File: src/logic/dqp_pkg.sv
// Shared constants for the port QoS classifier and policer
package dqp_pkg;

  // Clock and policer refill tick
  localparam int CLK_PERIOD_NS = 100;
  localparam int TICK_NS = 200000;
  localparam int TICK_CYC = TICK_NS / CLK_PERIOD_NS;
  // One rate unit is 40000 bps, which is one byte per tick
  localparam int RATE_UNIT_BPS = 40000;
  localparam logic [19:0] CIR_MIN_UNITS = 20'h0_0001;
  localparam logic [19:0] CIR_MAX_UNITS = 20'h1_86A0;
  localparam logic [19:0] EIR_MAX_UNITS = 20'hF_4240;

  // Register byte offsets
  localparam logic [11:0] OFF_CTRL = 12'h000;
  localparam logic [11:0] OFF_STATUS = 12'h004;
  localparam logic [11:0] OFF_CTRLCNT = 12'h008;
  localparam logic [11:0] OFF_CONFORM = 12'h00C;
  localparam logic [11:0] OFF_EXCEED = 12'h010;
  localparam logic [11:0] OFF_POL = 12'h020;
  localparam logic [11:0] OFF_PGT = 12'h040;
  localparam logic [11:0] OFF_PMAP = 12'h080;
  localparam logic [11:0] OFF_DSCP = 12'h100;

  // Control register fields
  localparam int CTL_FABRIC = 0;
  localparam int CTL_ADAPTER = 1;
  localparam int CTL_APPLY_MAP = 2;
  localparam int CTL_APPLY_DSCP = 3;
  localparam int CTL_FPRIO = 4;
  localparam int CTL_LPRIO = 8;
  localparam int CTL_LTC = 12;

  // Status register fields
  localparam int ST_MAP_ERR = 0;
  localparam int ST_DSCP_ERR = 1;
  localparam int ST_TRUST = 2;
  localparam int ST_MAP_OK = 3;

  // Action register fields
  localparam int ACT_TC = 0;
  localparam int ACT_PRIO = 3;
  localparam int ACT_DSCP = 6;
  localparam int ACT_PREC = 12;
  localparam int ACT_EN_TC = 16;
  localparam int ACT_EN_PRIO = 17;
  localparam int ACT_EN_DSCP = 18;
  localparam int ACT_EN_PREC = 19;

  // Group table entry fields
  localparam int PG_PFC = 8;
  localparam int PG_ROW = 12;
  localparam int PG_STRICT = 16;

  // Reset values, reserved fabric priority and control frame queue
  localparam logic [2:0] FABRIC_PRIO_RST = 3'h0;
  localparam logic [2:0] LOSSLESS_RST = 3'h3;
  localparam logic [15:0] PFC_RST = 16'h0201;
  localparam logic [2:0] FABRIC_RESERVED = 3'h7;
  localparam logic [2:0] CTRL_QUEUE = 3'h7;

  typedef enum logic [1:0] {
    COL_GREEN = 2'b00,
    COL_YELLOW = 2'b01,
    COL_RED = 2'b10
  } dqp_color_t;

endpackage : dqp_pkg

File: src/logic/dqp_dscp_mem.sv
// DSCP classification memory with registered read data
`timescale 1ns/10ps
`default_nettype none
module dqp_dscp_mem #(
  parameter int W = 6,
  parameter int D = 64
) (
  input wire logic core_clk,
  input wire logic wrEn,
  input wire logic [$clog2(D)-1:0] wrAddr,
  input wire logic [W-1:0] wrData,
  input wire logic rdEn,
  input wire logic [$clog2(D)-1:0] rdAddr,
  output logic [W-1:0] rdData
);
  if (W < 1 || D < 2) begin : gBadSize
    $error("dqp_dscp_mem: bad size");
  end

  logic [W-1:0] mem [D];

  always_ff @(posedge core_clk) begin
    if (wrEn) begin
      mem[wrAddr] <= wrData;
    end
  end

  always_ff @(posedge core_clk) begin
    if (rdEn) begin
      rdData <= mem[rdAddr];
    end
  end
endmodule : dqp_dscp_mem
`default_nettype wire

File: src/logic/dqp_qos.sv
// Port QoS: group table, priority map, fabric remap, DSCP trust, two-rate policer
`timescale 1ns/10ps
`default_nettype none
// What this block does
// - Sixteen group rows, share and flow-control flag
// - Rows 15.x strict, rows 0-7 weighted
// - Rank follows row order, 15.0 highest
// - Reset flow control on 15.0, 1; zero shares
// - Flow-control group takes one priority, TC=priority
// - Violating map flags error, restores group defaults
// - Adapter-facing port allows one strict group
// - Priority map selects group and flow control
// - Fabric mode remaps tagged priority 7
// - Fabric untagged control frames counted in queue 7
// - Fabric mode: trust off, no default maps
// - Fabric DSCP class never 7 or lossless
// - Fabric DSCP priority never 7 or lossless
// - Refuse DSCP apply with reserved entries, error
// - Valid applied DSCP maps enable trust
// - Police inbound and outbound with two-rate marker
// - One-rate: conform or violate, violate dropped
// - Two-rate: conform, exceed actions, violate dropped
// - Actions rewrite precedence, priority, DSCP, class
// - Green within committed rate, 40k-4G bps
// - Yellow within excess rate, up to 40G
// - Red frames always dropped
// - Unused committed credit accumulates to burst size
// - No excess rate or burst: green/red only
module dqp_qos (
  input wire logic core_clk,
  input wire logic nrst,
  input wire logic psel,
  input wire logic penable,
  input wire logic pwrite,
  input wire logic [11:0] paddr,
  input wire logic [31:0] pwdata,
  output logic [31:0] prdata,
  output logic pready,
  output logic pslverr,
  input wire logic frmValid,
  input wire logic frmTagged,
  input wire logic frmCtrl,
  input wire logic frmEgress,
  input wire logic [2:0] frmPrio,
  input wire logic [5:0] frmDscp,
  input wire logic [15:0] frmLen,
  output logic outValid,
  output logic outDrop,
  output logic [1:0] outColor,
  output logic [2:0] outPrio,
  output logic [5:0] outDscp,
  output logic [2:0] outTc,
  output logic [3:0] outGroup,
  output logic outStrict,
  output logic outPfc,
  output logic [7:0] pfcPrioMask
);
  function automatic logic hit(input logic [11:0] a, input logic [11:0] off);
    hit = (a[11:2] == off[11:2]);
  endfunction : hit

  function automatic logic [31:0] minSat(input logic [32:0] v, input logic [31:0] cap);
    minSat = (v > {1'b0, cap}) ? cap : v[31:0];
  endfunction : minSat

  // Bus access qualifiers
  logic wrAcc;
  logic rdSetup;
  assign wrAcc = psel && penable && pwrite;
  assign rdSetup = psel && !penable && !pwrite;
  assign pready = 1'b1;

  // Configuration state
  logic fabric_ff, adapter_ff;
  logic [2:0] fPrio_ff, lPrio_ff, lTc_ff;
  logic mapErr_ff, dscpErr_ff, trust_ff, mapOk_ff, dscpWritten_ff;
  logic [7:0] bw_ff [16];
  logic [15:0] pfc_ff;
  logic [3:0] pmap_ff [8];
  logic [19:0] cir_ff [2];
  logic [19:0] eir_ff [2];
  logic [31:0] cbs_ff [2];
  logic [31:0] ebs_ff [2];
  logic [19:0] confAct_ff, excAct_ff;
  logic [31:0] ctrlCnt_ff;
  logic [63:0] dscpBad_ff;
  logic applyMap, applyDscp;

  assign applyMap = wrAcc && hit(paddr, dqp_pkg::OFF_CTRL) && pwdata[dqp_pkg::CTL_APPLY_MAP];
  assign applyDscp = wrAcc && hit(paddr, dqp_pkg::OFF_CTRL) && pwdata[dqp_pkg::CTL_APPLY_DSCP];

  // Map checks over the priority table
  logic pfcViol, spViol;
  logic [15:0] used;
  always_comb begin
    pfcViol = 1'b0;
    used = 16'h0000;
    for (int p = 0; p < 8; p++) begin
      used[pmap_ff[p]] = 1'b1;
      for (int q = 0; q < 8; q++) begin
        if (q != p && pfc_ff[pmap_ff[p]] && pmap_ff[q] == pmap_ff[p]) begin
          pfcViol = 1'b1;
        end
      end
    end
    spViol = adapter_ff && ($countones(used[7:0]) > 1);
  end

  logic mapBad;
  assign mapBad = pfcViol || spViol;

  // DSCP entry validity against reserved priorities
  logic [5:0] dscpWr;
  logic dscpWe;
  logic entryBad;
  assign dscpWe = wrAcc && (paddr[11:8] == dqp_pkg::OFF_DSCP[11:8]);
  assign dscpWr = pwdata[5:0];
  assign entryBad = (dscpWr[2:0] == 3'h7) || (dscpWr[2:0] == lTc_ff) ||
                    (dscpWr[5:3] == 3'h7) || (dscpWr[5:3] == lPrio_ff);

  always_ff @(posedge core_clk or negedge nrst) begin
    if (!nrst) begin
      fabric_ff <= 1'b0;
      adapter_ff <= 1'b0;
      fPrio_ff <= dqp_pkg::FABRIC_PRIO_RST;
      lPrio_ff <= dqp_pkg::LOSSLESS_RST;
      lTc_ff <= dqp_pkg::LOSSLESS_RST;
    end else if (wrAcc && hit(paddr, dqp_pkg::OFF_CTRL)) begin
      fabric_ff <= pwdata[dqp_pkg::CTL_FABRIC];
      adapter_ff <= pwdata[dqp_pkg::CTL_ADAPTER];
      fPrio_ff <= pwdata[dqp_pkg::CTL_FPRIO +: 3];
      lPrio_ff <= pwdata[dqp_pkg::CTL_LPRIO +: 3];
      lTc_ff <= pwdata[dqp_pkg::CTL_LTC +: 3];
    end
  end

  // Group table and priority map
  always_ff @(posedge core_clk or negedge nrst) begin
    if (!nrst) begin
      pfc_ff <= dqp_pkg::PFC_RST;
      for (int i = 0; i < 16; i++) begin
        bw_ff[i] <= 8'h00;
      end
    end else if (applyMap && mapBad) begin
      pfc_ff <= dqp_pkg::PFC_RST;
      for (int i = 0; i < 16; i++) begin
        bw_ff[i] <= 8'h00;
      end
    end else if (wrAcc && paddr[11:6] == dqp_pkg::OFF_PGT[11:6]) begin
      pfc_ff[paddr[5:2]] <= pwdata[dqp_pkg::PG_PFC];
      if (paddr[5]) begin
        bw_ff[paddr[5:2]] <= pwdata[7:0];
      end
    end
  end

  always_ff @(posedge core_clk or negedge nrst) begin
    if (!nrst) begin
      for (int p = 0; p < 8; p++) begin
        pmap_ff[p] <= 4'h8 + 4'(p);
      end
    end else if (wrAcc && paddr[11:5] == dqp_pkg::OFF_PMAP[11:5]) begin
      pmap_ff[paddr[4:2]] <= pwdata[3:0];
    end
  end

  // Status: hardware set wins over software clear
  always_ff @(posedge core_clk or negedge nrst) begin
    if (!nrst) begin
      mapErr_ff <= 1'b0;
      mapOk_ff <= 1'b0;
      dscpErr_ff <= 1'b0;
      trust_ff <= 1'b0;
    end else begin
      if (applyMap && mapBad) begin
        mapErr_ff <= 1'b1;
        mapOk_ff <= 1'b0;
      end else begin
        if (wrAcc && hit(paddr, dqp_pkg::OFF_STATUS) && pwdata[dqp_pkg::ST_MAP_ERR]) begin
          mapErr_ff <= 1'b0;
        end
        if (applyMap) begin
          mapOk_ff <= 1'b1;
        end
      end
      if (applyDscp && (|dscpBad_ff || !dscpWritten_ff)) begin
        dscpErr_ff <= 1'b1;
        trust_ff <= 1'b0;
      end else begin
        if (wrAcc && hit(paddr, dqp_pkg::OFF_STATUS) && pwdata[dqp_pkg::ST_DSCP_ERR]) begin
          dscpErr_ff <= 1'b0;
        end
        if (applyDscp) begin
          trust_ff <= 1'b1;
        end else if (wrAcc && hit(paddr, dqp_pkg::OFF_CTRL) &&
                     pwdata[dqp_pkg::CTL_FABRIC] && !fabric_ff) begin
          trust_ff <= 1'b0;
        end
      end
    end
  end

  always_ff @(posedge core_clk or negedge nrst) begin
    if (!nrst) begin
      dscpBad_ff <= 64'h0000_0000_0000_0000;
      dscpWritten_ff <= 1'b0;
    end else if (dscpWe) begin
      dscpBad_ff[paddr[7:2]] <= entryBad;
      dscpWritten_ff <= 1'b1;
    end
  end

  // Policer and action configuration
  always_ff @(posedge core_clk or negedge nrst) begin
    if (!nrst) begin
      confAct_ff <= 20'h0_0000;
      excAct_ff <= 20'h0_0000;
      for (int d = 0; d < 2; d++) begin
        cir_ff[d] <= dqp_pkg::CIR_MIN_UNITS;
        eir_ff[d] <= 20'h0_0000;
        cbs_ff[d] <= 32'h0000_0000;
        ebs_ff[d] <= 32'h0000_0000;
      end
    end else if (wrAcc) begin
      if (hit(paddr, dqp_pkg::OFF_CONFORM)) begin
        confAct_ff <= pwdata[19:0];
      end
      if (hit(paddr, dqp_pkg::OFF_EXCEED)) begin
        excAct_ff <= pwdata[19:0];
      end
      if (paddr[11:5] == dqp_pkg::OFF_POL[11:5]) begin
        unique case (paddr[3:2])
          2'b00: cir_ff[paddr[4]] <= (pwdata > 32'(dqp_pkg::CIR_MAX_UNITS)) ?
              dqp_pkg::CIR_MAX_UNITS : (pwdata[19:0] < dqp_pkg::CIR_MIN_UNITS) ?
              dqp_pkg::CIR_MIN_UNITS : pwdata[19:0];
          2'b01: cbs_ff[paddr[4]] <= pwdata;
          2'b10: eir_ff[paddr[4]] <= (pwdata > 32'(dqp_pkg::EIR_MAX_UNITS)) ?
              dqp_pkg::EIR_MAX_UNITS : pwdata[19:0];
          2'b11: ebs_ff[paddr[4]] <= pwdata;
        endcase
      end
    end
  end

  // Read data captured in the setup phase
  logic [31:0] rdMux;
  logic rdMapped;
  always_comb begin
    rdMux = 32'h0000_0000;
    rdMapped = 1'b1;
    if (hit(paddr, dqp_pkg::OFF_CTRL)) begin
      rdMux = {17'h0_0000, lTc_ff, 1'b0, lPrio_ff, 1'b0, fPrio_ff, 2'b00, adapter_ff, fabric_ff};
    end else if (hit(paddr, dqp_pkg::OFF_STATUS)) begin
      rdMux = {28'h000_0000, mapOk_ff, trust_ff, dscpErr_ff, mapErr_ff};
    end else if (hit(paddr, dqp_pkg::OFF_CTRLCNT)) begin
      rdMux = ctrlCnt_ff;
    end else if (hit(paddr, dqp_pkg::OFF_CONFORM)) begin
      rdMux = {12'h000, confAct_ff};
    end else if (hit(paddr, dqp_pkg::OFF_EXCEED)) begin
      rdMux = {12'h000, excAct_ff};
    end else if (paddr[11:5] == dqp_pkg::OFF_POL[11:5]) begin
      unique case (paddr[3:2])
        2'b00: rdMux = {12'h000, cir_ff[paddr[4]]};
        2'b01: rdMux = cbs_ff[paddr[4]];
        2'b10: rdMux = {12'h000, eir_ff[paddr[4]]};
        2'b11: rdMux = ebs_ff[paddr[4]];
      endcase
    end else if (paddr[11:6] == dqp_pkg::OFF_PGT[11:6]) begin
      rdMux = {15'h0000, ~paddr[5], paddr[5:2], 3'h0, pfc_ff[paddr[5:2]],
               bw_ff[paddr[5:2]]};
    end else if (paddr[11:5] == dqp_pkg::OFF_PMAP[11:5]) begin
      rdMux = {28'h000_0000, pmap_ff[paddr[4:2]]};
    end else if (paddr[11:8] != dqp_pkg::OFF_DSCP[11:8]) begin
      rdMapped = 1'b0;
    end
  end

  always_ff @(posedge core_clk or negedge nrst) begin
    if (!nrst) begin
      prdata <= 32'h0000_0000;
    end else if (rdSetup) begin
      prdata <= rdMux;
    end
  end
  assign pslverr = psel && penable && !rdMapped;

  // Frame stage 0: fabric remap and DSCP lookup launch
  logic s0Valid_ff, s0Ctrl_ff, s0Egress_ff;
  logic [2:0] s0Prio_ff;
  logic [5:0] s0Dscp_ff;
  logic [15:0] s0Len_ff;
  logic [5:0] memData;
  always_ff @(posedge core_clk or negedge nrst) begin
    if (!nrst) begin
      s0Valid_ff <= 1'b0;
      s0Ctrl_ff <= 1'b0;
      s0Egress_ff <= 1'b0;
      s0Prio_ff <= 3'h0;
      s0Dscp_ff <= 6'h00;
      s0Len_ff <= 16'h0000;
    end else begin
      s0Valid_ff <= frmValid;
      if (frmValid) begin
        s0Ctrl_ff <= fabric_ff && !frmTagged && frmCtrl;
        s0Egress_ff <= frmEgress;
        s0Prio_ff <= (fabric_ff && frmTagged && frmPrio == dqp_pkg::FABRIC_RESERVED) ?
                     fPrio_ff : frmPrio;
        s0Dscp_ff <= frmDscp;
        s0Len_ff <= frmLen;
      end
    end
  end

  dqp_dscp_mem #(.W(6), .D(64)) uDscp (
    .core_clk(core_clk),
    .wrEn(dscpWe),
    .wrAddr(paddr[7:2]),
    .wrData(dscpWr),
    .rdEn(frmValid),
    .rdAddr(frmDscp),
    .rdData(memData)
  );

  // Refill tick
  logic [11:0] tickCnt_ff;
  logic tick;
  assign tick = (tickCnt_ff == 12'(dqp_pkg::TICK_CYC - 1));
  always_ff @(posedge core_clk or negedge nrst) begin
    if (!nrst) begin
      tickCnt_ff <= 12'h000;
    end else begin
      tickCnt_ff <= tick ? 12'h000 : tickCnt_ff + 12'h001;
    end
  end

  // Token buckets, one pair per direction
  logic [31:0] cLvl_ff [2];
  logic [31:0] eLvl_ff [2];
  logic [1:0] twoRate;
  logic [1:0] fits;
  logic [1:0] fitsE;
  genvar d;
  generate
    for (d = 0; d < 2; d++) begin : gBkt
      logic fire;
      logic [31:0] cRef, eRef;
      assign twoRate[d] = (eir_ff[d] != 20'h0_0000) || (ebs_ff[d] != 32'h0000_0000);
      assign fits[d] = cLvl_ff[d] >= {16'h0000, s0Len_ff};
      assign fitsE[d] = twoRate[d] && (eLvl_ff[d] >= {16'h0000, s0Len_ff});
      assign fire = s0Valid_ff && !s0Ctrl_ff && (s0Egress_ff == 1'(d));
      assign cRef = tick ? minSat({1'b0, cLvl_ff[d]} + 33'(cir_ff[d]), cbs_ff[d]) :
                    minSat({1'b0, cLvl_ff[d]}, cbs_ff[d]);
      assign eRef = tick ? minSat({1'b0, eLvl_ff[d]} + 33'(eir_ff[d]), ebs_ff[d]) :
                    minSat({1'b0, eLvl_ff[d]}, ebs_ff[d]);
      always_ff @(posedge core_clk or negedge nrst) begin
        if (!nrst) begin
          cLvl_ff[d] <= 32'h0000_0000;
          eLvl_ff[d] <= 32'h0000_0000;
        end else begin
          cLvl_ff[d] <= (fire && fits[d]) ? cRef - {16'h0000, s0Len_ff} : cRef;
          eLvl_ff[d] <= (fire && !fits[d] && fitsE[d]) ? eRef - {16'h0000, s0Len_ff} : eRef;
        end
      end
    end
  endgenerate

  // Frame stage 1: classification, color and actions
  dqp_pkg::dqp_color_t color;
  logic [2:0] nxtPrio, nxtTc;
  logic [5:0] nxtDscp;
  logic [19:0] act;
  always_comb begin
    nxtPrio = s0Prio_ff;
    nxtTc = s0Prio_ff;
    nxtDscp = s0Dscp_ff;
    if (trust_ff) begin
      nxtTc = memData[2:0];
      nxtPrio = memData[5:3];
    end
    if (s0Ctrl_ff) begin
      color = dqp_pkg::COL_GREEN;
      nxtTc = dqp_pkg::CTRL_QUEUE;
    end else if (fits[s0Egress_ff]) begin
      color = dqp_pkg::COL_GREEN;
    end else if (fitsE[s0Egress_ff]) begin
      color = dqp_pkg::COL_YELLOW;
    end else begin
      color = dqp_pkg::COL_RED;
    end
    act = (color == dqp_pkg::COL_YELLOW) ? excAct_ff : confAct_ff;
    if (!s0Ctrl_ff && color != dqp_pkg::COL_RED) begin
      if (act[dqp_pkg::ACT_EN_TC]) nxtTc = act[dqp_pkg::ACT_TC +: 3];
      if (act[dqp_pkg::ACT_EN_PRIO]) nxtPrio = act[dqp_pkg::ACT_PRIO +: 3];
      if (act[dqp_pkg::ACT_EN_DSCP]) nxtDscp = act[dqp_pkg::ACT_DSCP +: 6];
      if (act[dqp_pkg::ACT_EN_PREC]) nxtDscp[5:3] = act[dqp_pkg::ACT_PREC +: 3];
    end
  end

  always_ff @(posedge core_clk or negedge nrst) begin
    if (!nrst) begin
      outValid <= 1'b0;
      outDrop <= 1'b0;
      outColor <= dqp_pkg::COL_GREEN;
      outPrio <= 3'h0;
      outDscp <= 6'h00;
      outTc <= 3'h0;
      outGroup <= 4'h0;
      outStrict <= 1'b0;
      outPfc <= 1'b0;
    end else begin
      outValid <= s0Valid_ff;
      if (s0Valid_ff) begin
        outDrop <= (color == dqp_pkg::COL_RED);
        outColor <= color;
        outPrio <= nxtPrio;
        outDscp <= nxtDscp;
        outTc <= nxtTc;
        outGroup <= pmap_ff[nxtPrio];
        outStrict <= !pmap_ff[nxtPrio][3];
        outPfc <= pfc_ff[pmap_ff[nxtPrio]];
      end
    end
  end

  always_ff @(posedge core_clk or negedge nrst) begin
    if (!nrst) begin
      ctrlCnt_ff <= 32'h0000_0000;
      pfcPrioMask <= 8'h00;
    end else begin
      if (s0Valid_ff && s0Ctrl_ff) begin
        ctrlCnt_ff <= ctrlCnt_ff + 32'h0000_0001;
      end
      for (int p = 0; p < 8; p++) begin
        pfcPrioMask[p] <= pfc_ff[pmap_ff[p]];
      end
    end
  end
endmodule : dqp_qos
`default_nettype wire

File: config.mk
export PLATFORM = sky130hd
export DESIGN_NAME = dqp_qos
export DESIGN_NICKNAME = d
export VERILOG_FILES = /design/src/logic/dqp_pkg.sv /design/src/logic/dqp_dscp_mem.sv /design/src/logic/dqp_qos.sv
export SDC_FILE = /design/constraint.sdc
export NUM_CORES = 2
export LEC_CHECK = 0
export BUFFER_PORTS_ARGS = -buffer_cell sky130_fd_sc_hd__buf_2
export CORE_ASPECT_RATIO = 1.75
export CORE_MARGIN = 10
export CORE_UTILIZATION = 60
export DETAILED_ROUTE_END_ITERATION = 6
export PLACE_DENSITY = 0.77
export SLEW_MARGIN = 20
export SYNTH_ARGS = -nofsm -noshare
export SYNTH_HDL_FRONTEND = slang
export SYNTH_SLANG_ARGS = --single-unit
File: constraint.sdc
create_clock -name core_clk -period 17.6 [get_ports core_clk]
set_input_delay 1.76 -clock core_clk [delete_from_list [all_inputs] [get_ports core_clk]]
set_output_delay 1.76 -clock core_clk [all_outputs]
set_load 0.005 [all_outputs]
==> reports/summary.txt <==
crit path DAT: 11.52 ns
final worst path period need: 10.86 ns
All-Layer GR Usage: 35.6%
total power: 0.00735 W
nets@finish: 7165
HPWL reported at the end of detailed placement: 170 mm
worst-margin pin slew: 1.28 ns
Post-Syn Area: 69300 um^2
WHS Endpoint: tickCnt_ff[0]
CTS tree: yes
Post-CTS Resized: 0
core area: 115000 um^2
Worst path slowest cell: o31ai_1
Post-route DRC: 18
total gr overflow: 0
Required @ worst endpoint: 18.26 ns
status: finished, violations left
final std cells w/o fill: 8199
Synth area leader: dfrtp_1
number of vias per cell: 6.80
post-synthesis register bit count: 1156
DRC violation total after the first TritonRoute iteration: 5962
share of cells above drive strength 1: 13.0%
Worst Path Max Fanout: 6
Final setup viols: 0
RSZ-0062 raised after global routing: false
total number of vias: 55787
largest net degree at the start of global routing: 150
cell count of the worst reg-to-reg path: 37
VDD IR max: 0.117 mV
maxcap violations: 0
start point of the worst hold path: tickCnt_ff[0]
crit start category: register
WS Path Type: register to register
worst-case clock buffer depth: 3
Worst Clk Skew: 0.0802 ns
Pwr Density: 97.9 nW/um^2
Final Core Density: 65.5%
routability cong.: 1.00
Antenna Nets Post-Route: 0
Port-buffer cells: 138
row count: 164
CTS root buf: clkbuf_16
I/O Pins: 142
die area: 130000 um^2
YS warnings: 0
# clock sinks: 1156
Hold WC Path Type: register to register
GR Layer Usage met1: 41.1%
reg-to-reg slack, setup: 6.74 ns
max frequency: 92.1 MHz
count of cell types in the netlist: 109
first-pass GRT wire length: 351 mm
top-count cell post-synth: nand2_1
setup tns final: 0 ns
initial antenna violation count: 13
Routed wire per std cell: 28.8 um
crit-path max cell delay: 0.94 ns
starting density of the core: 60.5%
DIE WIDTH: 277 um
met3 global-route usage: 8.33%
busiest grt layer: met2
Post-synth EDFFs: 390
Setup crit end kind: register
reg2reg start: cir_ff[20]
Synth Flop Type: dfrtp_1
Worst-path clk slew: 0.07 ns
hold depth: 1
hold buffers post-CTS: 0
Hold Vio Cnt, Final: 0
fill cell count: 8779
met2 usage: 57.0%
max_slew headroom: 14.2%
final wirelength: 236 mm
syn nets: 7213
# H-tree levels: 3
dpl cells: 7993
cts bufs inserted: 105
vias in the first global route: 55784
period utilization: 61.7%
Post-CTS Setup Inserts: 0
Slew Viols, Final: 0
share of the synthesized area in the top cell type: 26.7%
Synth Area per Inst: 10.4 um^2
RR Endpoint: cLvl_ff[63]
Layout area overhead: 8.31%
failing checks: DRC
Seq/Total Area, Yosys: 44.6%
Top cell by count, worst path: o21ai_0
worst-skew pair later-pin latency: 0.78 ns
die boundary height: 470 um
Lkg Pwr: 33.2 nW
Post-synth top cells: nand2_1 (781), dfrtp_1 (738), o21ai_0 (550), ha_1 (469), nor2_1 (435)
Synth Instances: 6654
asr flop ratio synth: 66.3%
iteration count of the initial detailed-routing pass: 7
synth top area cells: dfrtp_1 (27%), edfxtp_1 (17%), ha_1 (8.5%), mux4_2 (7.4%), nand2_1 (4.2%)
[placed cells by master (no fill, tap or decap), types with 37 or more instances in the layout]
| cell type | netlist | routed |
|---|---|---|
| o22ai_1 | 97 | 97 |
| a21o_1 | 158 | 158 |
| mux4_2 | 229 | 229 |
| nand3_1 | 112 | 112 |
| xnor2_1 | 238 | 238 |
| nor4_1 | 84 | 84 |
| buf_4 | 2 | 89 |
| ha_1 | 469 | 469 |
| clkbuf_16 | 0 | 108 |
| buf_2 | 8 | 126 |
| a21oi_1 | 338 | 337 |
| nor3_1 | 86 | 84 |
| edfxtp_1 | 390 | 390 |
| a31oi_1 | 68 | 68 |
| mux2i_1 | 66 | 66 |
| o21a_1 | 38 | 38 |
| dfrtp_1 | 738 | 738 |
| xor2_1 | 134 | 134 |
| nand4_1 | 131 | 131 |
| nor2_1 | 435 | 425 |
| nand2_1 | 781 | 778 |
| nand2b_1 | 37 | 37 |
| mux2_2 | 109 | 109 |
| nor2b_1 | 128 | 128 |
| o21ai_0 | 550 | 548 |
| and3_1 | 48 | 48 |
| inv_1 | 255 | 255 |
[logic make-up (layout without fill, tap and decap cells)]
family	Yosys count	in the layout	share of synthesized area, %
and+or+nand+nor	1985	1985	13.4
AOI/OAI and AO/OA	1618	1618	14.6
DFF	1156	1156	44.6
buffers and inverters	631	676	3.49
adders and majority gates	481	481	8.82
muxes	410	410	10.3
xor gates and xnor gates	372	372	4.70
other	1	7	0.00541
[power breakdown]
group / switching (W) / internal [W] / total, W
Sequential: 0.000204 / 0.00290 / 0.00311
Combinational: 0.00100 / 0.000685 / 0.00169
Clock: 0.00114 / 0.00141 / 0.00255
[registers in the layout (all words and copies together), names as in the netlist, 32 cells and up]
register and cells:
uDscp.mem 384, bw_ff 128, cLvl_ff 64, cbs_ff 64, dscpBad_ff 64, eLvl_ff 64
ebs_ff 64, cir_ff 40, eir_ff 40, ctrlCnt_ff 32, pmap_ff 32, prdata 32
[how the worst max path moves through the flow]
stage,from,to,slack (ns),depth (start not counted)
6_report,cir_ff[20],cLvl_ff[63],6.74,37
5_1_grt,eir_ff[1],eLvl_ff[31],6.05,37
4_1_cts,cir_ff[20],cLvl_ff[63],6.91,36
3_5_place_dp,cir_ff[20],cLvl_ff[63],6.98,36
3_3_place_gp,cir_ff[20],cLvl_ff[63],7.12,36
2_1_floorplan,eir_ff[20],eLvl_ff[63],9.34,40
[worst max-delay path, delay by kind of cell (launching register included)]
| kind | cells | cell delay [ns] |
|---|---|---|
| multiplexers | 1 | 0.36 |
| AND/OR/NAND/NOR | 10 | 2.36 |
| AO/OA/AOI/OAI | 21 | 6.27 |
| flip-flops | 1 | 0.57 |
| XOR/XNOR | 2 | 0.35 |
| adder cells (fa/ha/maj) | 3 | 0.82 |
[cell type report]
cell class / count / area, um^2 / share of cell area, %
multi-input combinational: 4867 / 36100 / 48.1
sequential: 1156 / 30900 / 41.2
clock buffer: 131 / 2900 / 3.87
tap: 1494 / 1870 / 2.49
timing repair buffer: 219 / 1360 / 1.81
inverter: 257 / 965 / 1.29
clock inverter: 69 / 937 / 1.25
antenna: 6 / 15.0 / 0.0200
[routing by layer]
layer	wire [um]	vias up
li1	-	24381
met1	81500	27412
met2	110000	3118
met3	22700	862
met4	21300	14
met5	89	-
[through the flow]
step	instance area, um^2	hold WS (ns)	worst slack, ns
4_1_cts	75000	0.475	6.91
3_5_place_dp	71200	0.453	6.98
5_1_grt	75000	0.491	6.05
6_report	75100	0.471	6.74
2_1_floorplan	69300	0.352	9.34
3_3_place_gp	71200	0.446	7.12
Power figures use the tool's default switching activity.
